<file path="src/udc_pkg.sv">
// package of register map, field positions and carrier types for the device control block
package udc_pkg;

  // ---------------------------------------------------------------
  // register byte addresses
  // ---------------------------------------------------------------
  localparam logic [11:0] ADDR_CFG     = 12'h800; // device configuration
  localparam logic [11:0] ADDR_CTL     = 12'h804; // device control
  localparam logic [11:0] ADDR_STAT    = 12'h808; // device status
  localparam logic [11:0] ADDR_INMSK   = 12'h810; // common IN endpoint mask
  localparam logic [11:0] ADDR_OUTMSK  = 12'h814; // common OUT endpoint mask
  localparam logic [11:0] ADDR_ALLEP   = 12'h818; // all endpoints interrupt bits

  // ---------------------------------------------------------------
  // configuration fields
  // ---------------------------------------------------------------
  localparam int CFG_SPD_LO  = 0;  // speed select low bit
  localparam int CFG_NZLS    = 2;  // status OUT non-zero reject
  localparam logic [1:0] SPD_HIGH = 2'h0; // high speed
  localparam logic [1:0] SPD_FULL = 2'h1; // full speed

  // ---------------------------------------------------------------
  // control fields
  // ---------------------------------------------------------------
  localparam int CTL_RWK   = 0;  // remote resume request
  localparam int CTL_SD    = 1;  // soft link drop
  localparam int CTL_GLOBAL_IN_NAK_STATE  = 2;  // global IN nak state
  localparam int CTL_GLOBAL_OUT_NAK_STATE  = 3;  // global OUT nak state
  localparam int CTL_TST   = 4;  // test pattern select low bit
  localparam int CTL_SGIN  = 7;  // set global IN nak
  localparam int CTL_CGIN  = 8;  // clear global IN nak
  localparam int CTL_SGON  = 9;  // set global OUT nak
  localparam int CTL_CGON  = 10; // clear global OUT nak
  localparam int CTL_INIT  = 11; // init done notify

  // ---------------------------------------------------------------
  // status fields and masks
  // ---------------------------------------------------------------
  localparam int STAT_SUSPEND_STATE = 0;  // suspend state
  localparam int STAT_ES   = 1;  // enumerated speed low bit
  localparam int STAT_FN   = 8;  // frame number low bit
  localparam logic [31:0] IN_MSK_BITS  = 32'h0000205B; // bits 13,6,4,3,1,0
  localparam logic [31:0] OUT_MSK_BITS = 32'h0000405A; // bits 14,6,4,3,1
  localparam int ALL_OUT_LO = 16; // OUT endpoint bits start
  localparam int NAK_DELAY  = 4;  // cycles until nak effective flag rises
  localparam logic [1:0] RESP_OKAY   = 2'h0;
  localparam logic [1:0] RESP_SLVERR = 2'h2;

  // ---------------------------------------------------------------
  // types
  // ---------------------------------------------------------------
  typedef enum logic [2:0] {
    TST_OFF  = 3'h0, TST_J = 3'h1, TST_K = 3'h2,
    TST_SE0  = 3'h3, TST_PKT = 3'h4, TST_FORCE = 3'h5
  } udc_test_t;

  typedef enum logic [1:0] {
    HS_NAK = 2'h0, HS_ACK = 2'h1, HS_STALL = 2'h2
  } udc_hs_t;

  // one packet/token event from the link engine
  typedef struct packed {
    logic       out_valid;   // OUT data packet arrived
    logic       status_stage;// packet is in status OUT stage
    logic       nonzero;     // packet length not zero
    logic       in_valid;    // IN token arrived
    logic       ep_nak;      // endpoint nak setting
    logic       ep_stall;    // endpoint stall setting
    logic       fifo_ok;     // fifo has room / data
  } udc_txn_t;

  // answer to the link engine
  typedef struct packed {
    udc_hs_t    out_hs;      // handshake for OUT
    logic       out_save;    // keep OUT data
    udc_hs_t    in_hs;       // handshake for IN
  } udc_resp_t;

endpackage : udc_pkg

</file>
<file path="src/udc_ctrl.sv">
// device control and status block with AXI4-Lite register slave
//
// The AXI4-Lite slave port was chosen for this implementation.
`timescale 1ns/1ps
// How it works
// (RL1) status-OUT bit 0: normal packet handling
// (RL2) status-OUT bit 1: STALL, discard data
// (RL3) speed select 00 high, 01 full
// (RL4) software sets init-done bit after power-off
// (RL5) clear-OUT-NAK write clears OUT NAK state
// (RL6) set-OUT-NAK write sets state, raises flag
// (RL7) software clears effective flags before re-setting
// (RL8) clear-IN-NAK write clears IN NAK state
// (RL9) set-IN-NAK write sets state, raises flag
// (RL10) nonzero test code drives test pattern
// (RL11) software sets high-speed current feature too
// (RL12) OUT NAK state forces NAK, no save
// (RL13) IN NAK state forces NAK on IN
// (RL14) disconnect: drop to full, then pull-up off
// (RL15) remote wakeup in suspend drives resume
// (RL16) status holds last SOF frame number
// (RL17) enumerated speed reported, 00 high 01 full
// (RL18) suspend bit reads 0 while suspended
// (RL19) IN mask gates per-endpoint IN flags
// (RL20) OUT mask gates per-endpoint OUT flags
// (RL21) endpoint interrupts in all-endpoints register
// (RL22) command bits pulse, read zero; reserved zero
module udc_ctrl #(
  parameter int N_EP = 6 // endpoints per direction
) (
  input  wire logic                aclk,
  input  wire logic                aresetn,
  // AXI4-Lite slave
  input  wire logic [11:0]         s_axi_awaddr,
  input  wire logic                s_axi_awvalid,
  output logic                     s_axi_awready,
  input  wire logic [31:0]         s_axi_wdata,
  input  wire logic [3:0]          s_axi_wstrb,
  input  wire logic                s_axi_wvalid,
  output logic                     s_axi_wready,
  output logic [1:0]               s_axi_bresp,
  output logic                     s_axi_bvalid,
  input  wire logic                s_axi_bready,
  input  wire logic [11:0]         s_axi_araddr,
  input  wire logic                s_axi_arvalid,
  output logic                     s_axi_arready,
  output logic [31:0]              s_axi_rdata,
  output logic [1:0]               s_axi_rresp,
  output logic                     s_axi_rvalid,
  input  wire logic                s_axi_rready,
  // link engine side (same clock)
  input  wire udc_pkg::udc_txn_t   txn,
  output udc_pkg::udc_resp_t       resp,
  input  wire logic                sof_valid,
  input  wire logic [13:0]         sof_frame,
  input  wire logic                enum_done,
  input  wire logic [1:0]          enum_speed,
  input  wire logic                suspended,
  input  wire logic [N_EP*32-1:0]  in_ep_flags,
  input  wire logic [N_EP*32-1:0]  out_ep_flags,
  output logic                     speed_select_hs,
  output logic [2:0]               test_pattern_select,
  output logic                     test_mode_active,
  output logic                     hs_fallback,
  output logic                     dp_pullup_en,
  output logic                     remote_resume_drive,
  output logic                     init_done_notify,
  output logic                     global_in_nak_effective_flag,
  output logic                     global_out_nak_effective_flag,
  input  wire logic                clear_in_nak_flag,
  input  wire logic                clear_out_nak_flag
);
  import udc_pkg::*;

  // ---------------------------------------------------------------
  // register state
  // ---------------------------------------------------------------
  logic [1:0]  speed_select_q;           // connection speed
  logic        status_out_nonzero_reject_q; // status OUT rejection
  logic        remote_resume_request_q;  // wakeup request
  logic        soft_link_drop_q;         // disconnect request
  logic [2:0]  test_q;                   // test pattern code
  logic        init_q;                   // init done bit
  logic        global_in_nak_state_q;    // IN nak state
  logic        global_out_nak_state_q;   // OUT nak state
  logic [31:0] in_msk_q;                 // common IN mask
  logic [31:0] out_msk_q;                // common OUT mask
  logic [13:0] sof_frame_number_q;       // last SOF frame
  logic [1:0]  enum_speed_q;             // captured speed
  logic [N_EP-1:0] in_int_q;             // per IN endpoint interrupt
  logic [N_EP-1:0] out_int_q;            // per OUT endpoint interrupt

  // ---------------------------------------------------------------
  // write channel: address and data taken in either order
  // ---------------------------------------------------------------
  logic        aw_got_q;   // address captured
  logic        w_got_q;    // data captured
  logic [11:0] aw_q;       // held address
  logic [31:0] wd_q;       // held data
  logic        wr_fire;    // both halves present this cycle
  logic        wr_ctl;     // write hits control register

  assign s_axi_awready = !aw_got_q && !s_axi_bvalid;
  assign s_axi_wready  = !w_got_q && !s_axi_bvalid;
  assign wr_fire       = aw_got_q && w_got_q;
  // byte lane 0 and 1 both matter for control; strobes are not checked, unstrobed lanes write as zero
  assign wr_ctl        = wr_fire && (aw_q == ADDR_CTL);

  // capture address and data, release on response
  always_ff @(posedge aclk) begin
    if (!aresetn) begin
      aw_got_q <= 1'b0;
      w_got_q  <= 1'b0;
      aw_q     <= 12'h000;
      wd_q     <= 32'h00000000;
    end else if (wr_fire) begin
      aw_got_q <= 1'b0;
      w_got_q  <= 1'b0;
    end else begin
      if (s_axi_awvalid && s_axi_awready) begin
        aw_got_q <= 1'b1;
        aw_q     <= {s_axi_awaddr[11:2], 2'h0};
      end
      if (s_axi_wvalid && s_axi_wready) begin
        w_got_q <= 1'b1;
        // byte strobes merge into zero; registers are written as whole words
        for (int i = 0; i < 4; i++) begin
          wd_q[i*8 +: 8] <= s_axi_wstrb[i] ? s_axi_wdata[i*8 +: 8] : 8'h00;
        end
      end
    end
  end

  // write response, slave error for unmapped address
  always_ff @(posedge aclk) begin
    if (!aresetn) begin
      s_axi_bvalid <= 1'b0;
      s_axi_bresp  <= RESP_OKAY;
    end else if (wr_fire) begin
      s_axi_bvalid <= 1'b1;
      s_axi_bresp  <= (aw_q == ADDR_CFG || aw_q == ADDR_CTL || aw_q == ADDR_INMSK ||
                       aw_q == ADDR_OUTMSK || aw_q == ADDR_STAT || aw_q == ADDR_ALLEP)
                      ? RESP_OKAY : RESP_SLVERR;
    end else if (s_axi_bready) begin
      s_axi_bvalid <= 1'b0;
    end
  end

  // ---------------------------------------------------------------
  // configuration and mask registers
  // ---------------------------------------------------------------
  always_ff @(posedge aclk) begin
    if (!aresetn) begin
      speed_select_q              <= SPD_HIGH;
      status_out_nonzero_reject_q <= 1'b0;
      in_msk_q                    <= 32'h00000000;
      out_msk_q                   <= 32'h00000000;
    end else if (wr_fire) begin
      if (aw_q == ADDR_CFG) begin
        speed_select_q              <= wd_q[CFG_SPD_LO +: 2]; // RL3
        status_out_nonzero_reject_q <= wd_q[CFG_NZLS];
      end
      if (aw_q == ADDR_INMSK)
        in_msk_q <= wd_q & IN_MSK_BITS;   // RL22
      if (aw_q == ADDR_OUTMSK)
        out_msk_q <= wd_q & OUT_MSK_BITS; // RL22
    end
  end

  // ---------------------------------------------------------------
  // control register plain fields
  // ---------------------------------------------------------------
  always_ff @(posedge aclk) begin
    if (!aresetn) begin
      remote_resume_request_q <= 1'b0;
      soft_link_drop_q        <= 1'b0;
      test_q                  <= 3'h0;
      init_q                  <= 1'b0;
    end else if (wr_ctl) begin
      remote_resume_request_q <= wd_q[CTL_RWK];
      soft_link_drop_q        <= wd_q[CTL_SD];
      test_q                  <= wd_q[CTL_TST +: 3];
      init_q                  <= wd_q[CTL_INIT]; // RL4
    end
  end

  // ---------------------------------------------------------------
  // global nak states; set and clear are write-one pulses
  // ---------------------------------------------------------------
  logic set_in;   // set IN pulse
  logic set_out;  // set OUT pulse
  assign set_in  = wr_ctl && wd_q[CTL_SGIN];
  assign set_out = wr_ctl && wd_q[CTL_SGON];

  // set wins over a clear written in the same word
  always_ff @(posedge aclk) begin
    if (!aresetn) begin
      global_in_nak_state_q  <= 1'b0;
      global_out_nak_state_q <= 1'b0;
    end else begin
      if (set_in)
        global_in_nak_state_q <= 1'b1;                       // RL9
      else if (wr_ctl && wd_q[CTL_CGIN])
        global_in_nak_state_q <= 1'b0;                       // RL8
      if (set_out)
        global_out_nak_state_q <= 1'b1;                      // RL6
      else if (wr_ctl && wd_q[CTL_CGON])
        global_out_nak_state_q <= 1'b0;                      // RL5
    end
  end

  // delay counters: flag rises a few cycles after a set from zero
  logic [2:0] in_dly_q;   // IN delay countdown
  logic [2:0] out_dly_q;  // OUT delay countdown
  always_ff @(posedge aclk) begin
    if (!aresetn) begin
      in_dly_q  <= 3'h0;
      out_dly_q <= 3'h0;
    end else begin
      if (set_in && !global_in_nak_state_q)
        in_dly_q <= 3'(NAK_DELAY);                            // RL9
      else if (in_dly_q != 3'h0)
        in_dly_q <= in_dly_q - 3'h1;
      if (set_out && !global_out_nak_state_q)
        out_dly_q <= 3'(NAK_DELAY);                           // RL6
      else if (out_dly_q != 3'h0)
        out_dly_q <= out_dly_q - 3'h1;
    end
  end

  // effective flags: the rising event wins over a clear in the same cycle
  always_ff @(posedge aclk) begin
    if (!aresetn) begin
      global_in_nak_effective_flag  <= 1'b0;
      global_out_nak_effective_flag <= 1'b0;
    end else begin
      if (in_dly_q == 3'h1)
        global_in_nak_effective_flag <= 1'b1;
      else if (clear_in_nak_flag)
        global_in_nak_effective_flag <= 1'b0;
      if (out_dly_q == 3'h1)
        global_out_nak_effective_flag <= 1'b1;
      else if (clear_out_nak_flag)
        global_out_nak_effective_flag <= 1'b0;
    end
  end

  // ---------------------------------------------------------------
  // handshake decisions for the link engine
  // ---------------------------------------------------------------
  always_comb begin
    resp.out_save = 1'b0;
    resp.out_hs   = HS_NAK;
    resp.in_hs    = HS_NAK;
    if (txn.out_valid) begin
      if (global_out_nak_state_q) begin
        resp.out_hs = HS_NAK;                                  // RL12
      end else if (txn.status_stage && txn.nonzero && status_out_nonzero_reject_q) begin
        resp.out_hs = HS_STALL;                                // RL2
      end else if (txn.ep_stall) begin
        resp.out_hs = HS_STALL;                                // RL1
      end else if (txn.ep_nak || !txn.fifo_ok) begin
        resp.out_hs = HS_NAK;
      end else begin
        resp.out_hs   = HS_ACK;
        resp.out_save = 1'b1;
      end
    end
    if (txn.in_valid) begin
      if (global_in_nak_state_q)
        resp.in_hs = HS_NAK;                                   // RL13
      else if (txn.ep_stall)
        resp.in_hs = HS_STALL;
      else if (txn.ep_nak || !txn.fifo_ok)
        resp.in_hs = HS_NAK;
      else
        resp.in_hs = HS_ACK;
    end
  end

  // ---------------------------------------------------------------
  // link control outputs
  // ---------------------------------------------------------------
  // pull-up held for one cycle of fallback so full speed is reached first
  logic drop_seen_q;  // fallback already applied
  always_ff @(posedge aclk) begin
    if (!aresetn) begin
      drop_seen_q         <= 1'b0;
      remote_resume_drive <= 1'b0;
    end else begin
      drop_seen_q         <= soft_link_drop_q;                 // RL14
      remote_resume_drive <= remote_resume_request_q && suspended; // RL15
    end
  end
  assign speed_select_hs     = (speed_select_q == SPD_HIGH) && !soft_link_drop_q; // RL14
  assign hs_fallback         = soft_link_drop_q;
  assign dp_pullup_en        = !(soft_link_drop_q && drop_seen_q);   // RL14
  assign test_pattern_select = test_q;                                // RL10
  assign test_mode_active    = (test_q != TST_OFF);                   // RL10
  assign init_done_notify    = init_q;

  // ---------------------------------------------------------------
  // status capture
  // ---------------------------------------------------------------
  always_ff @(posedge aclk) begin
    if (!aresetn) begin
      sof_frame_number_q <= 14'h0000;
      enum_speed_q       <= SPD_HIGH;
    end else begin
      if (sof_valid)
        sof_frame_number_q <= sof_frame;                       // RL16
      if (enum_done)
        enum_speed_q <= enum_speed;                            // RL17
    end
  end

  // per-endpoint masked interrupt bits
  genvar g;
  generate
    for (g = 0; g < N_EP; g++) begin : g_ep
      always_ff @(posedge aclk) begin
        if (!aresetn) begin
          in_int_q[g]  <= 1'b0;
          out_int_q[g] <= 1'b0;
        end else begin
          in_int_q[g]  <= |(in_ep_flags[g*32 +: 32] & in_msk_q);   // RL19
          out_int_q[g] <= |(out_ep_flags[g*32 +: 32] & out_msk_q); // RL20
        end
      end
    end
  endgenerate

  // ---------------------------------------------------------------
  // read channel
  // ---------------------------------------------------------------
  assign s_axi_arready = !s_axi_rvalid;
  always_ff @(posedge aclk) begin
    if (!aresetn) begin
      s_axi_rvalid <= 1'b0;
      s_axi_rdata  <= 32'h00000000;
      s_axi_rresp  <= RESP_OKAY;
    end else if (s_axi_arvalid && s_axi_arready) begin
      s_axi_rvalid <= 1'b1;
      s_axi_rresp  <= RESP_OKAY;
      s_axi_rdata  <= 32'h00000000;
      case ({s_axi_araddr[11:2], 2'h0})
        ADDR_CFG: s_axi_rdata <= {29'h0, status_out_nonzero_reject_q, speed_select_q};
        // command bits read as zero
        ADDR_CTL: s_axi_rdata <= {20'h0, init_q, 4'h0, test_q, global_out_nak_state_q,
                                  global_in_nak_state_q, soft_link_drop_q,
                                  remote_resume_request_q};   // RL22
        ADDR_STAT: s_axi_rdata <= {10'h0, sof_frame_number_q, 5'h0, enum_speed_q,
                                   !suspended};               // RL18
        ADDR_INMSK:  s_axi_rdata <= in_msk_q;
        ADDR_OUTMSK: s_axi_rdata <= out_msk_q;
        ADDR_ALLEP: begin
          s_axi_rdata[N_EP-1:0]                    <= in_int_q;  // RL21
          s_axi_rdata[ALL_OUT_LO +: N_EP]          <= out_int_q; // RL21
        end
        default: s_axi_rresp <= RESP_SLVERR;
      endcase
    end else if (s_axi_rready) begin
      s_axi_rvalid <= 1'b0;
    end
  end

  // ---------------------------------------------------------------
  // checks
  // ---------------------------------------------------------------
  a_out_nak_forced: assert property (@(posedge aclk) disable iff (!aresetn) // RL12
    txn.out_valid && global_out_nak_state_q |-> resp.out_hs == HS_NAK && !resp.out_save)
    else $error("out nak state not forcing nak");
  a_in_nak_forced: assert property (@(posedge aclk) disable iff (!aresetn) // RL13
    txn.in_valid && global_in_nak_state_q |-> resp.in_hs == HS_NAK)
    else $error("in nak state not forcing nak");
  a_status_stall: assert property (@(posedge aclk) disable iff (!aresetn) // RL2
    txn.out_valid && !global_out_nak_state_q && txn.status_stage && txn.nonzero &&
    status_out_nonzero_reject_q |-> resp.out_hs == HS_STALL && !resp.out_save)
    else $error("nonzero status packet not stalled");
  a_in_flag_delay: assert property (@(posedge aclk) disable iff (!aresetn) // RL9
    set_in && !global_in_nak_state_q |-> ##5 global_in_nak_effective_flag)
    else $error("in nak effective flag late");
  a_out_flag_delay: assert property (@(posedge aclk) disable iff (!aresetn) // RL6
    set_out && !global_out_nak_state_q |-> ##5 global_out_nak_effective_flag)
    else $error("out nak effective flag late");
  a_out_clear: assert property (@(posedge aclk) disable iff (!aresetn) // RL5
    wr_ctl && wd_q[CTL_CGON] && !wd_q[CTL_SGON] |=> !global_out_nak_state_q)
    else $error("out nak state not cleared");
  a_in_clear: assert property (@(posedge aclk) disable iff (!aresetn) // RL8
    wr_ctl && wd_q[CTL_CGIN] && !wd_q[CTL_SGIN] |=> !global_in_nak_state_q)
    else $error("in nak state not cleared");
  a_drop_order: assert property (@(posedge aclk) disable iff (!aresetn) // RL14
    $rose(soft_link_drop_q) |-> dp_pullup_en && !speed_select_hs ##1 !dp_pullup_en)
    else $error("pull-up dropped before fallback");
  a_sof_capture: assert property (@(posedge aclk) disable iff (!aresetn) // RL16
    sof_valid |=> sof_frame_number_q == $past(sof_frame))
    else $error("frame number not captured");
  a_resume_gate: assert property (@(posedge aclk) disable iff (!aresetn) // RL15
    !remote_resume_request_q |=> !remote_resume_drive)
    else $error("resume driven without request");

endmodule : udc_ctrl

</file>
<file path="config.mk">
export PLATFORM = sky130hd
export DESIGN_NAME = udc_ctrl
export DESIGN_NICKNAME = d
export VERILOG_FILES = /design/src/udc_pkg.sv /design/src/udc_ctrl.sv
export SDC_FILE = /design/constraint.sdc
export NUM_CORES = 1
export LEC_CHECK = 0
export BUFFER_PORTS_ARGS = -buffer_cell sky130_fd_sc_hd__buf_4
export CAP_MARGIN = 20
export CORE_AREA = 2 2 206 208
export DETAILED_ROUTE_END_ITERATION = 12
export DIE_AREA = 0 0 208 210
export MAX_ROUTING_LAYER = met4
export SYNTH_ARGS = -nofsm -noshare
export SYNTH_HDL_FRONTEND = slang
export SYNTH_SLANG_ARGS = --single-unit
</file>
<file path="constraint.sdc">
create_clock -name aclk -period 2.2 [get_ports aclk]
set_input_delay 0.22 -clock aclk [delete_from_list [all_inputs] [get_ports aclk]]
set_output_delay 0.22 -clock aclk [all_outputs]
set_load 0.01 [all_outputs]
</file>
== Yosys cells after proc, flatten, opt, wreduce, memory -nomap -nowiden ==
Index checks and enable logic that the tools add are counted.

* Register bits after elaboration: 115
* Bits of input ports: 479
* Output and inout bits: 57
* Word-level logic and storage cells: 172

* Add/sub/neg operators: 2
* Equality and inequality tests: 14
* Multiplexer cells: 34
* Bitwise gates (word level): 14
* Reduce and logical (&&, ||, !) cells: 67

{| class="wikitable"
|+ Operator list
! cell !! count
|-
| OR reduction 32 bit || 12
|-
| bitwise AND 32 x 14 -> 32 bit || 6
|-
| bitwise AND 32 x 15 -> 32 bit || 6
|-
| equality test 10 bit, second input constant || 12
|-
| case mux 10 bit (4 select lines) || 1
|-
| case mux 6 bit (6 select lines) || 1
|-
| logical AND 1 bit || 18
|-
| 2-to-1 mux 1 bit || 17
|-
| nonzero test 2 bit || 8
|-
| 2-to-1 mux 3 bit || 5
|-
| 2-to-1 mux 2 bit || 7
|-
| case mux 6 bit (2 select lines) || 1
|-
| zero test 1 bit || 10
|-
| AND reduction 2 bit || 5
|-
| nonzero test 3 bit || 3
|-
| 2-to-1 mux 8 bit || 1
|-
| 2-to-1 mux 7 bit || 1
|-
| equality test 3 x 1 -> 1 bit, second input constant || 2
|-
| logical OR 1 bit || 6
|-
| OR reduction 2 bit || 3
|-
| OR reduction 6 bit || 1
|-
| subtractor 3 x 1 -> 3 bit, second input constant || 2
|-
| zero test 2 bit || 1
|-
| inverter 1 bit || 2
|}

== Longest topological paths before layout ==
* Word-level depth: 7
* Depth in mapped cells: 6
* Depth with buffers taken out: 6

== Least setup slack after synthesis ==
No wires, ideal clock.

* Path kind: register to register
* Start point: register aw_q[5]
* End point: register global_in_nak_state_q
* Data arrival time: 1.633 ns
* Required time: 2.084 ns
* Slack: 0.451 ns
* Stages on the path, launching flop included: 6
* Path buffers: 1
* Period minus slack after synthesis: 1.749 ns
* Cell sequence: dfxtp_1 -> or4b_4 -> nor4_4 -> buf_6 -> a21oi_1 -> a31o_2

* Longest elaborated chain between the ends: 4
* Elaborated cells on any way between the ends: 6

{| class="wikitable"
|+ Ends and longest elaborated chain
! what !! RTL line !! text
|-
| start: declaration || udc_ctrl.sv:98 || <nowiki>logic [11:0] aw_q;</nowiki>
|-
| start signal: assignment || udc_ctrl.sv:122 || <nowiki>aw_q <= {s_axi_awaddr[11:2], 2'h0};</nowiki>
|-
| equality test 10 bit * || udc_ctrl.sv:107 || <nowiki>assign wr_ctl = wr_fire && (aw_q == ADDR_CTL);</nowiki>
|-
| logical AND 1 bit * || udc_ctrl.sv:107 ||
|-
| logical AND 1 bit (on tied branches) || udc_ctrl.sv:192, udc_ctrl.sv:203 ||
|-
| 2-to-1 mux 1 bit or nonzero test 2 bit (tied branches) || -- ||
|-
| end signal: assignment || udc_ctrl.sv:198 || <nowiki>global_in_nak_state_q <= 1'b0;</nowiki>
|-
| end signal: assignment || udc_ctrl.sv:202 || <nowiki>global_in_nak_state_q <= 1'b1;</nowiki>
|-
| end signal: assignment || udc_ctrl.sv:204 || <nowiki>global_in_nak_state_q <= 1'b0;</nowiki>
|-
| end: declaration || udc_ctrl.sv:84 || <nowiki>logic global_in_nak_state_q;</nowiki>
|}

Every way passes the cells marked *; elsewhere a longest branch is shown, timed or not.
A chain may end at the register's enable or synchronous reset.

== Worst setup path in the final report ==
* Start point: register aw_q[5]
* End point: register out_dly_q[0]

* Longest elaborated chain between the ends: 5

{| class="wikitable"
|+ Ends and longest elaborated chain
! what !! RTL line !! text
|-
| equality test 10 bit || udc_ctrl.sv:107 ||
|-
| logical AND 1 bit || udc_ctrl.sv:107 ||
|-
| logical AND 1 bit || udc_ctrl.sv:193 || <nowiki>assign set_out = wr_ctl && wd_q[CTL_SGON];</nowiki>
|-
| logical AND 1 bit || udc_ctrl.sv:224 || <nowiki>if (set_out && !global_out_nak_state_q)</nowiki>
|-
| OR reduction 2 bit (no source line) || -- ||
|-
| end signal: assignment || udc_ctrl.sv:225 || <nowiki>out_dly_q <= 3'(NAK_DELAY);</nowiki>
|-
| end signal: assignment || udc_ctrl.sv:227 || <nowiki>out_dly_q <= out_dly_q - 3'h1;</nowiki>
|-
| end: declaration || udc_ctrl.sv:214 || <nowiki>logic [2:0] out_dly_q;</nowiki>
|}

No other way between the ends.

==> impl_metrics.toml <==
[worst_setup_path]
max_stage_delay_ps = 580
crit_fanout = 12
worstSetupPathType = "reg -> reg"
critPathSlowestCell = "or4b_4"
required_ps = 2460
cp-end-kind = "flip-flop"
r2r_setup_slack_ps = 300
reg2reg_depth = 5
crit_arrival_ps = 2160
cp_cell_sequence = "or4b_4 -> nor4_4 -> buf_4 -> nand3b_1 -> and3_1"
start_kind = "flip-flop"

[clock_network]
clk_pin_slew_worst_paths_ps = 90
numCtsBuffers = 9
max-clock-path-buffers = 2
cts_tree = "built"
cts-resized-gates = 0
clock_latency_ps = 370
cts.sinks = 111
cts-root-buf = "clkbuf_16"
cts-htree-levels = 3
cts_hold_buf = 0
cts_setup_buffers = 0

[floorplanning]
die_x_um = 208
dieArea_um2 = 43700
start_util_pct = 11.6
io_pins = 536
die_h_um = 210
coreArea_um2 = 41500
fp-row-count = 75

[grt]
grt_max_degree = 27
overflow = 0
grt_pass1_vias = 4542
antenna_found_initial = 5
grt_pass1_wl_um = 29200
grt_usage_pct = 9.37

[power_and_ir_drop]
power_density_nw_per_um2 = 666
power.leakage_nw = 2.83
ir_drop_mv = 0.312

[detailed_routing]
routed_wl_um = 20500
viasPerCell = 3.71
drtPass1Iterations = 5
wl_per_cell_um = 16.3
route.detailed.drc = 0
drt-initial-drc-count = 237
vias = 4652
ant_nets = 0

[placed_design]
dp_worst_setup_slack_ps = 291
portBuffers = 180
post-dp-hpwl_um = 16800
dpl.cell_count = 1234
routabilityCongestion = 0.817

[synthesis]
ys_async_sr_fraction_pct = 0
synth_cell_types = 48
yosys_warnings = 0
synth_top_family_by_area = "simple AND/OR/NAND/NOR gates"
ys_seq_area_share_pct = 46.0
synth_seq_cells = 111
synth-adder-area-share_pct = 1.55
avgSynthCellArea_um2 = 8.96
synth_xor_xnor_area_share_pct = 0.544
yosys.area_share.simple_pct = 18.6
synth-compound-area-share_pct = 17.7
synth-edff-count = 0
synthMuxAreaShare_pct = 9.56
postSynthCellCount = 539
synth.cell_area_um2 = 4830
synth_ff_type = "dfxtp_1"

[hold_path]
holdPathStages = 2
hold_class = "in -> reg"

[finish]
drive_above_1_share_pct = 30.8
synthToLayoutAreaGrowth_pct = 46.9
final_cell_count_no_fill = 1254
nets = 1191
fillers = 4706

[sta]
finalSetupViolCount = 0
maxSlewHeadroom_pct = 58.8
clock.fmax_mhz = 526
hold_viol = 0
worstMarginPinSlew_ps = 617
drv_slew = 0
setup_tns_ps = 0
period_share_pct = 86.3
fin_skew_ps = 13.9
period_minus_slack_ps = 1900
fin_ws_ps = 300
rsz0062_at_grt = "false"

[status]
status = "finished clean"

[flow_run]
drv_cap = 0
==> cell families after synthesis <==
family                     count (synthesis)
other                                      1
DFF                                      111
adders and majority gates                  6
muxes                                     46
and+or+nand+nor                          180
xor gates and xnor gates                   3
buffers and inverters                     59
AOI/OAI and AO/OA                        133
==> where the power goes <==
part	switching [mW]	leakage, nW	internal (mW)
clock	0.889	0.150	0.827
sequential	0.0852	0.904	2.12
combinational	0.388	1.78	0.409
==> critical path, delay by kind of cell (launching register included) <==
family	cells	cell delay, ps
AND/OR/NAND/NOR	4	1200
flip-flops	1	330
buffers and inverters	1	270
==> routing by layer <==
layer / global-route usage (%) / share of wire, %
met1: 12.0 / 46
met2: 14.5 / 45
met3: 2.03 / 6.6
met4: 3.25 / 2.0
met5: - / 0
==> path summary, 6_finish.rpt <==
kind,startpoint,end
max,aw_q[5],out_dly_q[0]
min reg2reg,wd_q[13],wd_q[13]
min,s_axi_rready,s_axi_rvalid
max reg2reg,aw_q[5],out_dly_q[0]
==> through the flow <==
step           power [mW]  cell area, um2  utilization [%]  hold WS [ps]
2_1_floorplan        2.68            4870                -           319
3_3_place_gp         3.02            6760             16.3           406
3_5_place_dp         3.05            6760             16.3           412
4_1_cts              4.79            7080             17.1          23.6
5_1_grt              4.99            7090             17.1          27.4
6_report             4.72            7090             17.1          35.8
==> cell usage in the layout (no fill, tap or decap), types with 4 or more instances in the layout <==
master	netlist	layout
buf_4	15	193
dfxtp_1	111	111
nand2_1	58	58
a21oi_1	51	51
nor2_1	47	47
mux2i_1	45	45
a22oi_1	27	27
nand3_1	21	21
o21ai_0	17	17
conb_1	1	13
nand2b_1	9	9
a31oi_1	9	9
clkbuf_16	0	9
inv_1	8	8
nor2b_1	7	7
and3_1	7	7
a32oi_1	7	7
a222oi_1	6	6
ha_1	6	6
nor3_1	5	5
diode_2	0	4
nand4_1	4	4
o31ai_1	4	4
and2_1	4	4
==> synth_stat cells (8+ instances only) <==
cell      number  share of area, %
dfxtp_1      111                46
nand2_1       58               4.5
a21oi_1       51               5.3
nor2_1        47               3.7
mux2i_1       45               9.3
a22oi_1       27               4.2
clkbuf_1      27               2.1
nand3_1       21               2.2
o21ai_0       17               1.8
buf_4         15               2.3
a31oi_1        9               1.2
nand2b_1       9               1.2
inv_1          8              0.62
==> cell type report <==
cell class	instances	area, um2	area share [%]
Clock inverter	7	92.6	1.31
Timing Repair Buffer	194	1470	20.7
Sequential cell	111	2220	31.3
Inverter	9	33.8	0.476
Multi-Input combinational cell	381	2360	33.3
Tap cell	539	674	9.51
Antenna cell	4	10.0	0.141
Clock buffer	9	225	3.18
==> sequential cells by signal, summed over array words and instances (netlist names), 2 cells and up <==
signal	cells
s_axi_rdata	21
sof_frame_number_q	14
wd_q	14
aw_q	10
in_int_q	6
in_msk_q	6
out_int_q	6
out_msk_q	5
in_dly_q	3
out_dly_q	3
test_pattern_select	3
enum_speed_q	2
speed_select_q	2
Note: power is estimated with default switching activity, not from simulation.
